==> src/common/pew_regs.svh <==
// Purpose: constants for the endpoint power, wake and reset block
// Assumes: 50 MHz core clock
// Notes: power-state codes match the endpoint MAC's state field
`ifndef PEW_REGS_SVH
`define PEW_REGS_SVH

// power-state codes
`define PEW_PM_W 2
`define PEW_PM_D0 2'h0
`define PEW_PM_D1 2'h1
`define PEW_PM_D2 2'h2
`define PEW_PM_D3 2'h3

// auxiliary-power detection forced value
`define PEW_AUX_FORCE 2'h3

// outbound interrupt lines and irq identity width
`define PEW_OIRQ_N 2
`define PEW_IRQ_SRC_W 1

// timing
`define PEW_CLK_PERIOD_NS 20
`define PEW_RST_HOLD_NS 1000
`define PEW_RST_HOLD_CYC ((`PEW_RST_HOLD_NS + `PEW_CLK_PERIOD_NS - 1) / `PEW_CLK_PERIOD_NS)

`endif

==> src/common/pew_pkg.sv <==
// Purpose: types for the endpoint power, wake and reset block
// Assumes: constants come from pew_regs.svh
// Notes: none
`include "pew_regs.svh"

package pew_pkg;

    typedef struct packed {
        logic suppress_link_beacon;
        logic wakeup_output_polarity;
        logic wake_oe_mode;
    } pew_wake_cfg_t;

    typedef struct packed {
        logic [`PEW_OIRQ_N-1:0] irq_ena;
        logic no_wakeup_from_irq_change;
    } pew_irq_cfg_t;

    typedef enum logic [1:0] {
        PEW_RST_IDLE = 2'h1,
        PEW_RST_HOLD = 2'h2
    } pew_rst_state_t;

endpackage : pew_pkg

==> src/design/pew_soft_rst.sv <==
// Purpose: full-device reset pulse from the soft chip reset bit
// Assumes: soft_chip_rst is a one-cycle write strobe
// Notes: the endpoint MAC reset is not touched here
`include "pew_regs.svh"

module pew_soft_rst #(
    parameter int HOLD_CYC = `PEW_RST_HOLD_CYC
) (
    // clock and reset
    input wire logic clk,
    input wire logic arst_n,
    input wire logic clk_en,
    // control
    input wire logic soft_chip_rst,
    // device reset
    output logic chip_rst_n
);
    import pew_pkg::*;

    localparam int CW = $clog2(HOLD_CYC + 1);
    localparam logic [CW-1:0] LAST = CW'(HOLD_CYC - 1);

    pew_rst_state_t state_r;
    pew_rst_state_t state_nxt;
    logic [CW-1:0] cnt_r;
    logic [CW-1:0] cnt_nxt;
    logic chip_rst_n_r;

    always_comb begin
        state_nxt = state_r;
        cnt_nxt = cnt_r;
        unique case (state_r)
            PEW_RST_IDLE: begin
                cnt_nxt = '0;
                if (soft_chip_rst) begin
                    state_nxt = PEW_RST_HOLD;
                end
            end
            PEW_RST_HOLD: begin
                cnt_nxt = cnt_r + CW'(1);
                if (cnt_r == LAST) begin
                    state_nxt = PEW_RST_IDLE;
                end
            end
            default: begin
                state_nxt = PEW_RST_IDLE;
            end
        endcase
    end

    always_ff @(posedge clk or negedge arst_n) begin
        if (!arst_n) begin
            state_r <= PEW_RST_IDLE;
            cnt_r <= '0;
            chip_rst_n_r <= 1'b1;
        end else if (clk_en) begin
            state_r <= state_nxt;
            cnt_r <= cnt_nxt;
            chip_rst_n_r <= (state_nxt != PEW_RST_HOLD);
        end
    end

    assign chip_rst_n = chip_rst_n_r;
endmodule : pew_soft_rst

==> src/design/pew_top.sv <==
// Purpose: endpoint power state reporting, wake and device reset control
// Assumes: all inputs synchronous to clk; bus-master and frame DMA requests are pulses
// Notes: switching core is never steered from here
// How it works
// - power state field carries D0, D1 or D3; the D2 code is ignored.
// - no output steers the switching core; software reacts via the irq.
// - aux detect config equal to 3 reports PME capability in D3c.
// - registered power state is output; any change sets the sticky change flag.
// - sticky flag reaches the interrupt only while its enable is set.
// - identity output shows active sources; nonzero means interrupt asserted.
// - PME messages only with PME enable set and state not D0.
// - bus-master or frame DMA outbound request while powered down raises PME.
// - enabled outbound irq status change raises PME unless wakeup disable set.
// - beacon transmits in D3 unless beacon suppressed.
// - suppressing the beacon enables the WAKE output instead.
// - WAKE active level follows the polarity bit.
// - WAKE drive scheme: always driven or output-enable controlled.
// - protocol reset reaches only the MAC reset output.
// - soft chip reset pulses the full-device reset.
`include "pew_regs.svh"

module pew_top #(
    parameter int RST_HOLD = `PEW_RST_HOLD_CYC
) (
    // clock and reset
    input wire logic clk,
    input wire logic arst_n,
    input wire logic clk_en,
    // power state and capability
    input wire logic [`PEW_PM_W-1:0] mac_power_state_field,
    input wire logic pme_en,
    input wire logic [1:0] aux_detect_cfg,
    output logic pme_d3c_capable,
    output logic [`PEW_PM_W-1:0] power_state_field,
    // sticky event and interrupt
    input wire logic power_state_change_irq_en,
    input wire logic power_state_change_clr,
    output logic power_state_change_flag,
    output logic [`PEW_IRQ_SRC_W-1:0] active_endpoint_irq_sources,
    output logic ep_irq,
    // wake sources
    input wire logic system_bus_masters_req,
    input wire logic frame_dma_engine_req,
    input wire logic [`PEW_OIRQ_N-1:0] outbound_irq_status,
    input wire pew_pkg::pew_irq_cfg_t outbound_irq_common_cfg,
    output logic pme_msg_req,
    // beacon and wake pin
    input wire pew_pkg::pew_wake_cfg_t wakeup_beacon_cfg,
    output logic beacon_tx_en,
    output logic wake_out,
    output logic wake_oe,
    // resets
    input wire logic pcie_proto_rst_n,
    input wire logic soft_chip_rst,
    output logic mac_rst_n,
    output logic chip_rst_n
);
    import pew_pkg::*;

    logic [`PEW_PM_W-1:0] state_r;
    logic flag_r;
    logic [`PEW_IRQ_SRC_W-1:0] ident_r;
    logic aux_r;
    logic pme_r;
    logic [`PEW_OIRQ_N-1:0] oirq_prev_r;
    logic beacon_r;
    logic wake_act_r;
    logic wake_out_r;
    logic wake_oe_r;

    // any legal code other than D0 counts as powered down
    function automatic logic is_powered_down(input logic [`PEW_PM_W-1:0] st);
        return st != `PEW_PM_D0;
    endfunction : is_powered_down

    // power state tracking
    wire pm_legal = (mac_power_state_field != `PEW_PM_D2);
    wire [`PEW_PM_W-1:0] state_nxt = pm_legal ? mac_power_state_field : state_r;
    wire state_chg = (state_nxt != state_r);
    wire powered_down = is_powered_down(state_r);

    // sticky flag: a new change beats a clear in the same cycle
    wire flag_nxt = state_chg | (flag_r & ~power_state_change_clr);
    wire [`PEW_IRQ_SRC_W-1:0] ident_nxt = flag_nxt & power_state_change_irq_en;

    // wake sources
    wire [`PEW_OIRQ_N-1:0] oirq_chg = (outbound_irq_status ^ oirq_prev_r) & outbound_irq_common_cfg.irq_ena;
    wire irq_wake = (|oirq_chg) & ~outbound_irq_common_cfg.no_wakeup_from_irq_change;
    wire req_wake = system_bus_masters_req | frame_dma_engine_req;
    wire pme_event = pme_en & powered_down & (req_wake | irq_wake);

    // beacon and wake pin
    wire suppress = wakeup_beacon_cfg.suppress_link_beacon;
    wire pol = wakeup_beacon_cfg.wakeup_output_polarity;
    wire beacon_nxt = (state_nxt == `PEW_PM_D3) & ~suppress;
    wire wake_act_nxt = suppress & is_powered_down(state_nxt) & (pme_event | wake_act_r);
    wire wake_lvl_nxt = wake_act_nxt ? pol : ~pol;
    wire wake_oe_nxt = suppress & (~wakeup_beacon_cfg.wake_oe_mode | wake_act_nxt);
    wire wake_out_nxt = wakeup_beacon_cfg.wake_oe_mode ? pol : wake_lvl_nxt;

    always_ff @(posedge clk or negedge arst_n) begin
        if (!arst_n) begin
            state_r <= `PEW_PM_D0;
            flag_r <= 1'b0;
            ident_r <= '0;
            aux_r <= 1'b0;
            oirq_prev_r <= '0;
        end else if (clk_en) begin
            state_r <= state_nxt;
            flag_r <= flag_nxt;
            ident_r <= ident_nxt;
            aux_r <= (aux_detect_cfg == `PEW_AUX_FORCE);
            oirq_prev_r <= outbound_irq_status;
        end
    end

    always_ff @(posedge clk or negedge arst_n) begin
        if (!arst_n) begin
            pme_r <= 1'b0;
            beacon_r <= 1'b0;
            wake_act_r <= 1'b0;
            wake_out_r <= 1'b0;
            wake_oe_r <= 1'b0;
        end else if (clk_en) begin
            pme_r <= pme_event;
            beacon_r <= beacon_nxt;
            wake_act_r <= wake_act_nxt;
            wake_out_r <= wake_out_nxt;
            wake_oe_r <= wake_oe_nxt;
        end
    end

    assign power_state_field = state_r;
    assign power_state_change_flag = flag_r;
    assign active_endpoint_irq_sources = ident_r;
    assign ep_irq = |ident_r;
    assign pme_d3c_capable = aux_r;
    assign pme_msg_req = pme_r;
    assign beacon_tx_en = beacon_r;
    assign wake_out = wake_out_r;
    assign wake_oe = wake_oe_r;
    // protocol reset goes to the MAC only, never to the device reset
    assign mac_rst_n = pcie_proto_rst_n;

    // device-wide reset; the host waits out the reset before restoring config
    pew_soft_rst #(
        .HOLD_CYC(RST_HOLD)
    ) u_soft_rst (
        .clk(clk),
        .arst_n(arst_n),
        .clk_en(clk_en),
        .soft_chip_rst(soft_chip_rst),
        .chip_rst_n(chip_rst_n)
    );
endmodule : pew_top

==> config.mk <==
export PLATFORM = sky130hd
export DESIGN_NAME = pew_top
export DESIGN_NICKNAME = d
export VERILOG_FILES = /design/src/common/pew_pkg.sv /design/src/design/pew_soft_rst.sv /design/src/design/pew_top.sv
export VERILOG_INCLUDE_DIRS = /design/src /design/src/common
export SDC_FILE = /design/constraint.sdc
export NUM_CORES = 1
export LEC_CHECK = 0
export ABC_AREA = 1
export BUFFER_PORTS_ARGS = -buffer_cell sky130_fd_sc_hd__buf_4
export CAP_MARGIN = 20
export CORE_UTILIZATION = 54
export DETAILED_ROUTE_END_ITERATION = 10
export PLACE_DENSITY = 0.83
export SETUP_SLACK_MARGIN = 0.05
export SLEW_MARGIN = 5
export SYNTH_ARGS = -nofsm -noshare
export SYNTH_HDL_FRONTEND = slang
export SYNTH_SLANG_ARGS = --single-unit
==> constraint.sdc <==
create_clock -name clk -period 3.2 [get_ports clk]
set_clock_uncertainty 0.15 [all_clocks]
set_input_delay 0.64 -clock clk [delete_from_list [all_inputs] [get_ports clk]]
set_output_delay 0.64 -clock clk [all_outputs]
set_load 0.01 [all_outputs]
After elaboration in Yosys (flattened, before gate mapping) --
Index checks and enable logic that the tools add are counted.
Word-level totals: memories 0, register bits 21, RAM bits 0, bits in latches 0, word-level logic and storage cells 55, ROM bits 0
Operators by class: add/subtract/negate cells 1, order comparisons 0, multiply operators 0, mux-type cells 7, reductions and logical operators 5, eq/ne operators 8, bitwise operators 21, divide/modulo/power cells 0, shifts and indexed selects 0
Operator list (count):
- 6-bit case mux with 2 select lines | 1
- 1-bit AND | 9
- 6-bit by 1-bit adder with 6-bit output, second input constant | 1
- 2-bit == test, second input constant | 3
- 6-bit == test, second input constant | 1
- 2-bit 2-to-1 mux | 3
- 2-bit nonzero test | 3
- 1-bit inverter | 5
- 1-bit bitwise OR | 5
- 2-bit != test, second input constant | 2
- 2-bit case mux with 2 select lines | 1
- 2-bit AND | 1
- 2-bit by 1-bit == test with 1-bit output, second input constant | 1
- 1-bit 2-to-1 mux | 2
- 2-bit != test | 1
- 2-bit AND reduction | 1
- 2-bit OR reduction | 1
- 2-bit bitwise XOR | 1

Logic depth before layout (Yosys ltp) --
depth in word-level cells 10, depth in mapped cells 14, gate-level depth less buffers 14

Cells and area by module --
A second synthesis with hierarchy kept.
Second synthesis, totals: cells, all modules 156, area, all modules 1191.1 um^2
Modules (own cells, without submodules):
- pew_top | instances 1, cells an instance 84, area each 639.4 um^2
- pew_soft_rst | instances 1, cells an instance 72, area each 551.8 um^2

Worst setup path after synthesis --
No wires, ideal clock.
kind register to register, start register u_soft_rst.state_r[0], end register u_soft_rst.cnt_r[5], data arrival time 1.509 ns, library setup time 0.127 ns, path buffers 0, setup slack 1.414 ns, cell stages (with the launch flop) 9, cell sequence dfstp_2 inv_1 ha_1 nor2_8 inv_4 nor2_4 nand2_2 nor3_1 nor3b_2
On the way: cells in the longest elaborated chain, start to end 3, elaborated cells between the ends (all ways) 5
RTL lines:
- start: declaration | RTL line pew_soft_rst.sv:23 | pew_rst_state_t state_r;
- start signal: assignment | RTL line pew_soft_rst.sv:57 | state_r <= state_nxt;
- 2-bit by 1-bit == test with 1-bit output or 2-bit == test (tied branches) | RTL line pew_soft_rst.sv:32 | unique case (state_r)
- 2-bit nonzero test (no source line)
- 2-bit AND reduction (no source line)
- end signal: assignment | RTL line pew_soft_rst.sv:58 | cnt_r <= cnt_nxt;
- end: declaration | RTL line pew_soft_rst.sv:25 | logic [CW-1:0] cnt_r;
Several ways; a longest one is shown, not always the timed one. A chain may end at the register's enable or synchronous reset.

Worst setup path in the final report --
Same ends and word-level chain as after synthesis.

==> out/summary.txt <==
status -> complete, no violations
Die Ht -> 48.2 um
TNS Setup -> 0 ps
Inserted Clock Buffers -> 3
fmax -> 516 MHz
endpoint type of the worst setup path -> register
Syn Inst Count -> 139
die width -> 48.2 um
Worst Tran Pin Value -> 355 ps
CTS tree -> done
max-cap violations -> 0
vias in the first global route -> 856
initial antenna violation count -> 0
Setup Fix Bufs, Post-CTS -> 0
Slew headroom -> 76.1%
CTS root buffer -> clkbuf_4
DP HPWL -> 1.76 mm
GRT Total Usage -> 22.2%
Reg-to-Reg Start -> u_soft_rst.state_r[0]
Post-CTS Hold Fix Bufs -> 0
Clock Pin Slew Worst Setup and Hold Paths -> 120 ps
Final Util -> 71.6%
Worst Path Max Fanout -> 5
fin crit share -> 60.6%
Synth Flop Type -> dfrtp_1
net count after synthesis -> 165
Seq/Total Area, Yosys -> 45.7%
r2r setup slk -> 1260 ps
total clock sinks -> 21
synth-to-layout area growth -> 22.9%
Synth top cells by count -> 34 x nand2_1, 23 x inv_1, 19 x dfrtp_1
CP startpoint kind -> register
area share of the largest cell type after synthesis -> 41.2%
critical path required time -> 3250 ps
Ant. Diodes -> 0
total gr overflow -> 0
delay of the slowest critical-path stage -> 580 ps
# setup viols final -> 0
Yosys reg bits -> 21
Synth area leaders -> dfrtp_1 41%, nand2_1 11%, inv_1 7.5%
post-synthesis compound-gate area fraction -> 12.2%
Layout Cells excl Fill -> 197
Hold Path Class -> primary input to async pin
crit path max-delay cell type -> dfstp_2
mux cell area share after synthesis -> 0.867%
Post-Synth Simple-Gate Area -> 25.5%
post-synth cell types -> 29
nets -> 197
largest family of logic cells by synthesized area -> simple AND/OR/NAND/NOR gates
Worst EP arrival -> 1990 ps
Post-synth EDFFs -> 0
post-synthesis xor/xnor area fraction -> 0%
core area -> 1980 um^2
largest area contributor in the netlist -> dfrtp_1
Post-DRT Antenna Nets -> 0
# rows -> 16
WL final -> 2.24 mm
CP bufs+invs -> 2
largest net degree at the start of global routing -> 22
first-pass GRT wire length -> 3.45 mm
crit path cell chain -> inv_1 > ha_1 > nor2_8 > inv_4 > nor2_4 > nand2_2 > nor3_1 > nor3b_2
WS Path Type -> register to register
synthesized cell area -> 1150 um^2
routed vias -> 998
maximum root-to-sink buffer count -> 2
post-synthesis async set-or-reset flop share -> 100%
Clock Latency Late Sink -> 310 ps
fraction of the mapped netlist area in adder cells -> 4.33%
IO buf count -> 31
Placed Instances -> 193
leakage power -> 0.000729 uW
number of synthesis warnings -> 0
drc violations -> 0
H-tree Lvls -> 1
worst r2r path cells -> 8
Syn Area/Cell -> 8.31 um^2
DRT iter0 DRCs -> 19
pwr dens -> 514 nW/um^2
drt wl/cell -> 11.4 um
most common cell in the netlist -> nand2_1
CP delay by family, top -> simple AND/OR/NAND/NOR gates
layout cells sized above 1 -> 27.1%
fillers -> 155
Final Hold Viols -> 0
Critical R2R Capture -> u_soft_rst.cnt_r[5]
IO Count -> 34
RSZ-0062 raised after global routing -> no
max-slew violations -> 0
Starting Density -> 58.3%
maximum vdd drop -> 0.269 mV
DIE AREA -> 2330 um^2
DRT Pass-1 Iters -> 4
GP Congestion -> 0.831
DR vias/cell -> 5.07
Resized cells post-CTS -> 0
min Tclk post-route -> 1940 ps
==> area by class of cell <==
cell class	count	area [um^2]	area share (%)
sequential	21	528	37.2
multi-input combinational	89	495	34.9
timing repair buffer	31	233	16.4
inverter	25	101	7.14
tap	27	33.8	2.38
clock buffer	3	22.5	1.59
clock inverter	1	5.00	0.353
==> cells in the final DEF (no fill, tap or decap) <==
cell type,count
buf_4,31
o22ai_1,4
o21a_1,2
nor3b_2,1
o21ai_1,2
ha_1,4
mux2i_1,1
nand3b_1,1
dfstp_2,2
clkinv_2,1
nor2_4,1
nor3_1,2
dfrtp_1,19
nand2_1,34
a21oi_1,4
inv_4,1
o221ai_1,1
inv_1,23
nor2_8,1
nor3_2,1
clkbuf_4,3
nor2_1,4
nor4_1,1
o31ai_1,1
o21ai_0,11
nand3_1,8
nand2_2,3
inv_6,1
nor3b_1,2
==> power breakdown <==
part	switching (uW)	internal, uW	total, uW
sequential	31.6	310	341
combinational	145	113	257
clock	83.6	46.7	130
==> worst max path at each step <==
stage                                     start             endpoint  cells after the start
final                     u_soft_rst.state_r[0]  u_soft_rst.cnt_r[5]                      8
after global routing      u_soft_rst.state_r[0]  u_soft_rst.cnt_r[4]                      8
after CTS                 u_soft_rst.state_r[0]  u_soft_rst.cnt_r[5]                      8
after detailed placement  u_soft_rst.state_r[0]  u_soft_rst.cnt_r[5]                      8
after global placement    u_soft_rst.state_r[0]  u_soft_rst.cnt_r[4]                      8
after floorplan           u_soft_rst.state_r[0]  u_soft_rst.cnt_r[5]                      8
==> logic make-up (layout without fill, tap and decap cells) <==
family,Yosys count,after routing
AOI/OAI and AO/OA,25,25
DFF,21,21
adders and majority gates,4,4
buffers and inverters,29,60
muxes,1,1
and+or+nand+nor,59,59
==> per-layer routing <==
layer	vias up	wire length (um)	track usage, %
li1	507	-	-
met1	453	998	26.9
met2	34	1120	38.4
met3	4	100	4.44
met4	0	20	8.89
met5	-	0	0
==> flip-flops by register name (all words and copies together) (netlist names), 2 cells and up <==
| name | count |
|---|---|
| power_state_field | 2 |
| oirq_prev_r | 2 |
| u_soft_rst.cnt_r | 6 |
| u_soft_rst.state_r | 2 |
==> worst register-to-register path: cells and delay by family, from the launching register on <==
family,cells,cell delay (ps)
simple gates,5,620
flops,1,580
fa+ha+maj,1,370
buf+inv,2,120
==> per-stage QoR <==
stage | hold WS (ps) | area, um^2 | power, uW | setup WS, ps
4_1_cts | 36.9 | 1420 | 734 | 1260
6_report | 39.8 | 1420 | 729 | 1260
3_5_place_dp | 326 | 1390 | 604 | 1280
2_1_floorplan | 194 | 1150 | 522 | 1410
5_1_grt | 37.8 | 1420 | 784 | 1120
3_3_place_gp | 319 | 1390 | 590 | 1390
Power figures use the tool's default switching activity.
